$ cat config.mk
export PLATFORM = sky130hd
export DESIGN_NAME = wdtnmi_top
export DESIGN_NICKNAME = d
export VERILOG_FILES = /design/src/logic/wdtnmi_pkg.sv /design/src/logic/wdtnmi_top.sv
export VERILOG_INCLUDE_DIRS = /design/src /design/src/logic
export SDC_FILE = /design/constraint.sdc
export NUM_CORES = 1
export LEC_CHECK = 0
export BUFFER_PORTS_ARGS = -buffer_cell sky130_fd_sc_hd__buf_2
export CAP_MARGIN = 20
export CORE_MARGIN = 1
export CORE_UTILIZATION = 50
export DETAILED_ROUTE_END_ITERATION = 7
export GPL_TIMING_DRIVEN = 0
export PLACE_DENSITY = 0.93
export REMOVE_ABC_BUFFERS = 1
export SYNTH_ARGS = -nofsm -noshare
export SYNTH_HDL_FRONTEND = slang
export SYNTH_SLANG_ARGS = --single-unit
$ cat constraint.sdc
create_clock -name ref_clk -period 2.82 [get_ports ref_clk]
set_input_delay 0.423 -clock ref_clk [delete_from_list [all_inputs] [get_ports ref_clk]]
set_output_delay 0.423 -clock ref_clk [all_outputs]
set_load 0.02 [all_outputs]
$ cat src/logic/wdtnmi_cfg.svh
// Purpose : constants of the watchdog timer with non-maskable interrupt
// Assumes : included by its bare name wherever the values are needed
// Notes   : offsets are register indices; byte address is four times each
`ifndef WDTNMI_CFG_SVH
`define WDTNMI_CFG_SVH

// ****************************************************************
// register map
// ****************************************************************
`define WDT_ADDR_W   18
`define WDT_CTL_IDX  16'hff07
`define WDT_STS_IDX  16'hff08
`define WDT_MSK_IDX  16'hff09
`define WDT_CNT_IDX  16'hff0a

// ****************************************************************
// fields and reset values
// ****************************************************************
`define WDT_EN_BIT   1
`define WDT_CLR_BIT  0
`define WDT_EN_RST   1'b1
`define WDT_CNT_W    10
`define WDT_CNT_MAX  10'h3ff
`define WDT_CNT_RST  10'h000
`define WDT_EV_W     2
`define WDT_EV_TMO   0
`define WDT_EV_ACK   1
`define WDT_NMI_VEC  16'h0100

// ****************************************************************
// timing
// ****************************************************************
`define WDT_CLK_HZ   10000000
`define WDT_TICK_HZ  256
`define WDT_TICK_DIV (`WDT_CLK_HZ / `WDT_TICK_HZ)
`define WDT_DIV_W    16

`endif

$ cat src/logic/wdtnmi_pkg.sv
// Purpose : types of the watchdog timer with non-maskable interrupt
// Assumes : wdtnmi_cfg.svh supplies the widths
// Notes   : state of the top module is one packed struct
`include "wdtnmi_cfg.svh"

package wdtnmi_pkg;

  // ****************************************************************
  // carriers
  // ****************************************************************
  typedef struct packed {
    logic [`WDT_ADDR_W-1:0] address;
    logic                   read;
    logic                   write;
    logic [31:0]            writedata;
    logic [3:0]             byteenable;
  } wdtnmi_avs_req_t;

  typedef struct packed {
    logic sp_pair_set;
    logic cpu_halted;
    logic nmi_ack;
  } wdtnmi_cpu_in_t;

  typedef struct packed {
    logic        nmi_req;
    logic        halt_wake;
    logic [15:0] nmi_vector;
  } wdtnmi_cpu_out_t;

  // ****************************************************************
  // state
  // ****************************************************************
  typedef enum logic [1:0] {
    NMI_IDLE = 2'b01,
    NMI_PEND = 2'b10
  } wdtnmi_nmi_e_t;

  typedef struct packed {
    logic [`WDT_DIV_W-1:0] div;
    logic                  tick;
    logic [`WDT_CNT_W-1:0] cnt;
    logic                  en;
    wdtnmi_nmi_e_t         nmi;
    logic [`WDT_EV_W-1:0]  sts;
    logic [`WDT_EV_W-1:0]  msk;
    logic                  ack;
    logic [31:0]           rdata;
    logic [15:0]           vec;
  } wdtnmi_state_t;

endpackage

$ cat src/logic/wdtnmi_top.sv
// Purpose : watchdog timer raising a non-maskable interrupt to the core
// Assumes : core-side inputs are on ref_clk; bus is Avalon-MM slave
// Notes   : a 10-bit counter at 256 Hz overflows after four seconds
//
// Behaviour
// counter advances on a 256 Hz tick divided down from the clock
// after reset the watchdog counts with no software action
// no clear within the 3-4 s window raises the interrupt
// 10-bit counter; interrupt when its last stage overflows
// counting goes on while halted; the interrupt wakes the core
// the request ignores the core's interrupt-enable flag
// request is withheld until both stack pointer halves are written
// the interrupt vectors to program address 0100H
// enable bit D1 is read/write; 0 stops counting and interrupt
// reset loads the enable bit with 1
// writing 1 to clear bit D0 zeroes the counter; 0 does nothing
// clear bit is write-only and reads as 0
// software clears the counter more often than every 3 s
// software not using the watchdog disables it early after reset
// reset zeroes the counter so the first window starts at release
//
// Implementation choice: the Avalon-MM register port.
`timescale 1ns/10ps
`include "wdtnmi_cfg.svh"

module wdtnmi_top #(
  parameter int TICK_DIV = `WDT_TICK_DIV
) (
  input  wire logic                       ref_clk,
  input  wire logic                       srst,
  input  wire wdtnmi_pkg::wdtnmi_avs_req_t avs_req,
  output logic [31:0]                     avs_readdata,
  output logic                            avs_waitrequest,
  input  wire wdtnmi_pkg::wdtnmi_cpu_in_t  cpu_in,
  output wdtnmi_pkg::wdtnmi_cpu_out_t     cpu_out,
  output logic                            irq
);
  import wdtnmi_pkg::*;

  // ****************************************************************
  // state and its reset value
  // ****************************************************************
  localparam wdtnmi_state_t RST_STATE = '{
    div   : '0,
    tick  : 1'b0,
    cnt   : `WDT_CNT_RST,
    en    : `WDT_EN_RST,
    nmi   : NMI_IDLE,
    sts   : '0,
    msk   : '0,
    ack   : 1'b0,
    rdata : 32'h0000_0000,
    vec   : `WDT_NMI_VEC
  };

  localparam logic [`WDT_DIV_W-1:0] DIV_LAST =
    `WDT_DIV_W'(TICK_DIV - 1);

  wdtnmi_state_t        s_r;
  wdtnmi_state_t        s_nxt;
  logic                 req;
  logic                 aligned;
  logic [15:0]          idx;
  logic                 wr_do;
  logic                 ctl_wr;
  logic                 clr_wr;
  logic                 sts_wr;
  logic                 msk_wr;
  logic                 overflow;
  logic                 nmi_taken;
  logic [`WDT_EV_W-1:0] ev;
  logic [`WDT_EV_W-1:0] sts_clr;
  logic [31:0]          rd_mux;

  // ****************************************************************
  // bus decode
  // ****************************************************************
  // one wait cycle on every access; readdata is prepared in that cycle
  always_comb begin
    req     = avs_req.read | avs_req.write;
    aligned = avs_req.address[1:0] == 2'b00;
    idx     = avs_req.address[`WDT_ADDR_W-1:2];
    wr_do   = s_r.ack & avs_req.write & avs_req.byteenable[0] & aligned;
    ctl_wr  = wr_do & (idx == `WDT_CTL_IDX);
    sts_wr  = wr_do & (idx == `WDT_STS_IDX);
    msk_wr  = wr_do & (idx == `WDT_MSK_IDX);
    clr_wr  = ctl_wr & avs_req.writedata[`WDT_CLR_BIT];
  end

  always_comb begin
    rd_mux = 32'h0000_0000;
    if (aligned) begin
      case (idx)
        `WDT_CTL_IDX: begin
          // clear bit and upper bits read as zero
          rd_mux[`WDT_EN_BIT] = s_r.en;
          rd_mux[`WDT_CLR_BIT] = 1'b0;
        end
        `WDT_STS_IDX: rd_mux[`WDT_EV_W-1:0] = s_r.sts;
        `WDT_MSK_IDX: rd_mux[`WDT_EV_W-1:0] = s_r.msk;
        `WDT_CNT_IDX: rd_mux[`WDT_CNT_W-1:0] = s_r.cnt;
        default:      rd_mux = 32'h0000_0000;
      endcase
    end
  end

  // ****************************************************************
  // next state
  // ****************************************************************
  always_comb begin
    s_nxt      = s_r;
    s_nxt.tick = 1'b0;
    s_nxt.vec  = `WDT_NMI_VEC;

    // bus handshake
    s_nxt.ack = req & ~s_r.ack;
    if (req && !s_r.ack) begin
      s_nxt.rdata = rd_mux;
    end

    // prescaler free-runs so a clear does not stretch the next tick
    if (s_r.div == DIV_LAST) begin
      s_nxt.div  = '0;
      s_nxt.tick = 1'b1;
    end else begin
      s_nxt.div = s_r.div + `WDT_DIV_W'(1);
    end

    // enable bit
    if (ctl_wr) begin
      s_nxt.en = avs_req.writedata[`WDT_EN_BIT];
    end

    // counter: ignores halt, clear beats a coincident tick
    overflow = s_r.en & s_r.tick & (s_r.cnt == `WDT_CNT_MAX) &
               ~clr_wr;
    if (clr_wr) begin
      s_nxt.cnt = `WDT_CNT_RST;
    end else if (s_r.en && s_r.tick) begin
      s_nxt.cnt = s_r.cnt + `WDT_CNT_W'(1);
    end

    // interrupt request state
    nmi_taken = 1'b0;
    case (s_r.nmi)
      NMI_IDLE: begin
        if (overflow) begin
          s_nxt.nmi = NMI_PEND;
        end
      end
      NMI_PEND: begin
        if (!s_r.en) begin
          s_nxt.nmi = NMI_IDLE;
        end else if (cpu_in.nmi_ack && cpu_in.sp_pair_set) begin
          s_nxt.nmi = NMI_IDLE;
          nmi_taken = 1'b1;
        end
      end
      default: s_nxt.nmi = NMI_IDLE;
    endcase

    // sticky events; a new event beats a same-cycle clear
    ev = '0;
    ev[`WDT_EV_TMO] = overflow;
    ev[`WDT_EV_ACK] = nmi_taken;
    sts_clr = sts_wr ? avs_req.writedata[`WDT_EV_W-1:0] : '0;
    s_nxt.sts = (s_r.sts & ~sts_clr) | ev;
    if (msk_wr) begin
      s_nxt.msk = avs_req.writedata[`WDT_EV_W-1:0];
    end
  end

  // ****************************************************************
  // registers
  // ****************************************************************
  always_ff @(posedge ref_clk) begin
    if (srst) begin
      s_r <= RST_STATE;
    end else begin
      s_r <= s_nxt;
    end
  end

  // ****************************************************************
  // outputs
  // ****************************************************************
  // the interrupt-enable flag of the core is deliberately not an input
  always_comb begin
    avs_waitrequest    = req & ~s_r.ack;
    avs_readdata       = s_r.rdata;
    cpu_out.nmi_req    = (s_r.nmi == NMI_PEND) & s_r.en &
                         cpu_in.sp_pair_set;
    cpu_out.halt_wake  = cpu_out.nmi_req & cpu_in.cpu_halted;
    cpu_out.nmi_vector = s_r.vec;
    irq                = |(s_r.sts & s_r.msk);
  end

  // ****************************************************************
  // checks
  // ****************************************************************
  tick_period_a: assert property (
    @(posedge ref_clk) disable iff (srst)
    s_r.tick |-> $past(s_r.div) == DIV_LAST && s_r.div == '0)
    else $error("tick not at end of prescaler period");

  reset_enable_a: assert property (
    @(posedge ref_clk) disable iff (srst)
    $past(srst) |-> s_r.en == 1'b1 && s_r.nmi == NMI_IDLE)
    else $error("enable not set after reset");

  reset_count_a: assert property (
    @(posedge ref_clk) disable iff (srst)
    $past(srst) |-> s_r.cnt == `WDT_CNT_RST)
    else $error("counter not zero after reset");

  overflow_req_a: assert property (
    @(posedge ref_clk) disable iff (srst)
    s_r.en && s_r.tick && s_r.cnt == `WDT_CNT_MAX && !clr_wr
    |=> s_r.nmi == NMI_PEND && s_r.cnt == `WDT_CNT_RST
        && s_r.sts[`WDT_EV_TMO])
    else $error("overflow did not raise request");

  no_early_a: assert property (
    @(posedge ref_clk) disable iff (srst)
    $rose(s_r.nmi == NMI_PEND) |-> $past(s_r.cnt) == `WDT_CNT_MAX)
    else $error("request before last stage overflow");

  clear_zero_a: assert property (
    @(posedge ref_clk) disable iff (srst)
    clr_wr |=> s_r.cnt == `WDT_CNT_RST ##1 s_r.cnt == `WDT_CNT_RST
               || s_r.tick == 1'b0 || s_r.cnt == `WDT_CNT_W'(1))
    else $error("clear did not zero counter");

  disabled_hold_a: assert property (
    @(posedge ref_clk) disable iff (srst)
    !s_r.en && !clr_wr |=> $stable(s_r.cnt) && !cpu_out.nmi_req)
    else $error("counter moved while disabled");

  read_clear_a: assert property (
    @(posedge ref_clk) disable iff (srst)
    avs_req.read && !avs_waitrequest
    && avs_req.address == {`WDT_CTL_IDX, 2'b00}
    |-> avs_readdata[`WDT_CLR_BIT] == 1'b0
        && avs_readdata[`WDT_EN_BIT] == s_r.en)
    else $error("control read back wrong");

  sp_gate_a: assert property (
    @(posedge ref_clk) disable iff (srst)
    !cpu_in.sp_pair_set |-> !cpu_out.nmi_req)
    else $error("request while stack pointer unset");

  vector_a: assert property (
    @(posedge ref_clk) disable iff (srst)
    cpu_out.nmi_req |-> cpu_out.nmi_vector == `WDT_NMI_VEC)
    else $error("wrong interrupt vector");

  halt_wake_a: assert property (
    @(posedge ref_clk) disable iff (srst)
    s_r.nmi == NMI_PEND && s_r.en && cpu_in.sp_pair_set
    && cpu_in.cpu_halted |-> cpu_out.halt_wake)
    else $error("halt not released by request");

  bus_wait_a: assert property (
    @(posedge ref_clk) disable iff (srst)
    $rose(req) |-> avs_waitrequest ##1 !avs_waitrequest)
    else $error("bus answer not after one wait cycle");

  // ****************************************************************
  // tick, counter, enable, request, status, mask and register read checks
  // ****************************************************************
  tick_gap_a: assert property (
    @(posedge ref_clk) disable iff (srst)
    s_r.tick |=> !s_r.tick)
    else $error("tick pulses back to back");

  count_step_a: assert property (
    @(posedge ref_clk) disable iff (srst)
    s_r.en && s_r.tick && !clr_wr
    |=> s_r.cnt == $past(s_r.cnt) + `WDT_CNT_W'(1))
    else $error("counter did not step on tick");

  count_hold_a: assert property (
    @(posedge ref_clk) disable iff (srst)
    !s_r.tick && !clr_wr |=> $stable(s_r.cnt))
    else $error("counter moved without a tick");

  halt_count_a: assert property (
    @(posedge ref_clk) disable iff (srst)
    cpu_in.cpu_halted && s_r.en && s_r.tick && !clr_wr
    |=> !$stable(s_r.cnt))
    else $error("counter stopped while core halted");

  enable_write_a: assert property (
    @(posedge ref_clk) disable iff (srst)
    ctl_wr |=> s_r.en == $past(avs_req.writedata[`WDT_EN_BIT]))
    else $error("enable bit not written");

  enable_hold_a: assert property (
    @(posedge ref_clk) disable iff (srst)
    !ctl_wr |=> $stable(s_r.en))
    else $error("enable bit changed without a write");

  ack_take_a: assert property (
    @(posedge ref_clk) disable iff (srst)
    s_r.nmi == NMI_PEND && s_r.en && cpu_in.sp_pair_set && cpu_in.nmi_ack
    |=> s_r.nmi == NMI_IDLE && s_r.sts[`WDT_EV_ACK])
    else $error("taken request not retired");

  ack_refused_a: assert property (
    @(posedge ref_clk) disable iff (srst)
    s_r.nmi == NMI_PEND && s_r.en && !cpu_in.sp_pair_set
    |=> s_r.nmi == NMI_PEND)
    else $error("request lost while stack pointer unset");

  idle_no_req_a: assert property (
    @(posedge ref_clk) disable iff (srst)
    s_r.nmi == NMI_IDLE |-> !cpu_out.nmi_req)
    else $error("request without a pending overflow");

  status_sticky_a: assert property (
    @(posedge ref_clk) disable iff (srst)
    s_r.sts[`WDT_EV_TMO] && !sts_wr |=> s_r.sts[`WDT_EV_TMO])
    else $error("timeout event lost without a clear");

  status_clear_a: assert property (
    @(posedge ref_clk) disable iff (srst)
    sts_wr && avs_req.writedata[`WDT_EV_TMO] && !overflow
    |=> !s_r.sts[`WDT_EV_TMO])
    else $error("timeout event not cleared");

  mask_write_a: assert property (
    @(posedge ref_clk) disable iff (srst)
    msk_wr |=> s_r.msk == $past(avs_req.writedata[`WDT_EV_W-1:0]))
    else $error("mask not written");

  unmapped_read_a: assert property (
    @(posedge ref_clk) disable iff (srst)
    avs_req.read && !avs_waitrequest
    && !(idx inside {`WDT_CTL_IDX, `WDT_STS_IDX, `WDT_MSK_IDX, `WDT_CNT_IDX})
    |-> avs_readdata == 32'h0000_0000)
    else $error("unmapped register read not zero");

  ctl_upper_a: assert property (
    @(posedge ref_clk) disable iff (srst)
    avs_req.read && !avs_waitrequest
    && avs_req.address == {`WDT_CTL_IDX, 2'b00}
    |-> avs_readdata[31:2] == 30'h0000_0000)
    else $error("unused control bits not zero");

endmodule

==> flow_metrics.tcl <==
set metrics [dict create \
    via_count 1887 \
    cts_tree "done" \
    rows 24 \
    outcome "finished, violations left" \
    drt_iter0_markers 110 \
    grt_pass1_vias 1634 \
    syn_avg_cell_area_um2 8.66 \
    cap_viol_max_count 0 \
    yosysWarnings 0 \
    ctsResizeCount 0 \
    report.final.setup_viol 0 \
    p_comb_frac 0.094 \
    core_area_um2 4470 \
    violations "design-rule violations" \
    drt-vias-per-instance 5.29 \
    postCtsSetupBuffers 0 \
    syn-cell-area_um2 2390 \
    yosysTopAreaCellShare 0.377 \
    synth_area_leaders "dfxtp_1 (38%), buf_4 (15%), nor2_1 (5.2%)" \
    dieHeight_um 71.1 \
    report.final.slew_viol_count 0 \
    grt_setup_unrepaired "false" \
    wire_per_inst_um 12.0 \
    wl_mm 4.29 \
    io_buffers 41 \
    cts_made_buffers 5 \
    grt_max_degree 17 \
    yosys.cell_types.count 39 \
    die_w_um 71.1 \
    final_cell_area_um2 2490 \
    fin_ws_ns 0.734 \
    hold_viol_final 0 \
    drc 6 \
    yosysSeqAreaShare 0.377 \
    p_int_uw 840 \
    p_per_area_nw_per_um2 461 \
    worstSkewPairLatency_ns 0.30 \
    cts-root-buf "clkbuf_8" \
    start_util 0.534 \
    synthCells 276 \
    finalNonFillerCells 357 \
    antenna_found_initial 0 \
    cts.hold.buffers_added 0 \
    placedInstanceArea_um2 2400 \
    p_clk_frac 0.345 \
    final_util 0.557 \
    post-dp-hpwl_mm 3.19 \
    switching_share 0.269 \
    period_minus_slack_ns 2.09 \
    fin_worst_skew_ns 0.00834 \
    syn_to_final_growth_pct 4.29 \
    crit_fanout 13 \
    clkSinkCount 45 \
    endpoint_kind "flip-flop" \
    p_sw_uw 309 \
    holdWs_ns 0.375 \
    place_congestion 0.869 \
    grt_overflow 0 \
    cp_data_required_time_ns 3.00 \
    nNetsFinal 368 \
    groute.usage.overall 0.174 \
    finalCritPeriodShare 0.740 \
    seqPwrFrac 0.561 \
    cp-start-kind "input pin" \
    relSlewSlack 0.590 \
    tightest_slew_ns 0.615 \
    ant_nets 0 \
    drive_gt1_frac 0.177 \
    leakagePower_nw 1.01 \
    finalSetupTns_ns 0 \
    htree_levels 2 \
    nFillCells 401 \
    cp.arrival_ns 2.26 \
    dr.pass1.iters 6 \
    synth_edf_count 0 \
    place_ws_ns 0.391 \
    total_power_mw 1.15 \
    grt_pass1_wl_mm 7.04 \
    antenna_cells 0 \
    synth-main-ff-cell "dfxtp_1" \
    path_clk_slew_ns 0.09 \
    ios 113 \
    crit_type "in2reg" \
    postSynthRegisterBits 45 \
    synth_top_area_cell "dfxtp_1" \
    async_reset_ff_frac 0 \
    clk_path_buf_depth 2 \
    dieArea_um2 5060 \
    vdd_drop_max_v 0.000270 \
    max_freq_mhz 479 \
    hold_class "in2reg" \
    placed_cells 349 \
]
==> state kept, by name, indices dropped and copies added (netlist names) <==
signal / count
s_r: 35
avs_readdata: 10
==> path summary, 6_finish.rpt <==
path	from	to	slack (ns)	depth (start not counted)
max	avs_req[45]	s_r[51]$_SDFF_PP0_	0.73	5
min	cpu_in[0]	s_r[52]$_SDFF_PP0_	0.37	3
max reg2reg	s_r[69]$_SDFF_PP0_	s_r[81]$_SDFF_PP0_	1.18	4
min reg2reg	avs_readdata[1]$_SDFFE_PP0P_	avs_readdata[1]$_SDFFE_PP0P_	0.45	2
==> Yosys cell counts, types with 6 or more instances <==
master	instances
buf_4	48
and4_1	6
nand3_1	14
nand2_1	16
clkbuf_1	6
a22o_1	9
xnor2_1	12
nor4_1	6
nor2_1	33
dfxtp_1	45
xor2_1	9
nand4_1	11
a21oi_1	8
inv_1	8
==> per-layer routing <==
layer / track usage / share of wire / up-vias
li1: - / - / 934
met1: 0.204 / 0.44 / 871
met2: 0.312 / 0.50 / 78
met3: 0.0413 / 0.059 / 4
met4: 0.0578 / 0.0084 / 0
met5: 0 / 0 / -
==> power groups by stage <==
| stage | Combinational [mW] | Clock (mW) | Sequential, mW |
|---|---|---|---|
| 2_1_floorplan | 0.0725 | 0 | 0.659 |
| 3_3_place_gp | 0.104 | 0 | 0.659 |
| 3_5_place_dp | 0.107 | 0 | 0.660 |
| 4_1_cts | 0.107 | 0.408 | 0.645 |
| 5_1_grt | 0.118 | 0.438 | 0.646 |
| 6_report | 0.108 | 0.397 | 0.645 |
==> placed cells by master, fill, tap and decap left out, types with 2 or more instances in the layout <==
cell / netlist / layout
mux2i_1: 2 / 2
clkbuf_8: 0 / 5
a31o_2: 2 / 2
a22o_1: 9 / 9
nor3_1: 5 / 5
nand2b_1: 2 / 2
and3b_1: 2 / 2
nor4_1: 6 / 6
or4_4: 2 / 2
inv_1: 8 / 8
nand3_1: 14 / 14
a21oi_1: 8 / 8
o31ai_1: 2 / 2
nor2_1: 33 / 33
ha_1: 3 / 3
xnor2_1: 12 / 12
dfxtp_1: 45 / 45
nor3b_1: 2 / 2
and4_1: 6 / 6
nand4b_1: 3 / 3
o21ai_0: 3 / 3
a311o_1: 2 / 2
nand2_1: 16 / 16
nand4_1: 11 / 11
conb_1: 2 / 38
buf_2: 2 / 41
xor2_1: 9 / 9
==> area by class of cell <==
class                           count  area (um2)  share of cell area
Timing Repair Buffer               41         205              0.0823
Clock inverter                      3        21.3             0.00853
Clock buffer                        5        68.8              0.0276
Inverter                            8        30.0              0.0120
Tap cell                           52        65.1              0.0261
Multi-Input combinational cell    203        1200               0.482
Sequential cell                    45         901               0.361
==> worst max-delay path, stage by stage <==
cell and delay, ns:
buf_2 0.10, or4_4 0.55, nor4_4 0.52, a41o_1 0.53
o31ai_1 0.14
==> logic make-up after synthesis <==
family,count (synthesis),share of synthesized area
and+or+nand+nor,107,0.243
buffers and inverters,64,0.177
DFF,45,0.377
AOI/OAI and AO/OA,32,0.0990
xor gates and xnor gates,21,0.0770
adders and majority gates,3,0.0157
other,2,0.00314
muxes,2,0.00838
(Power assumes the default switching activity.)
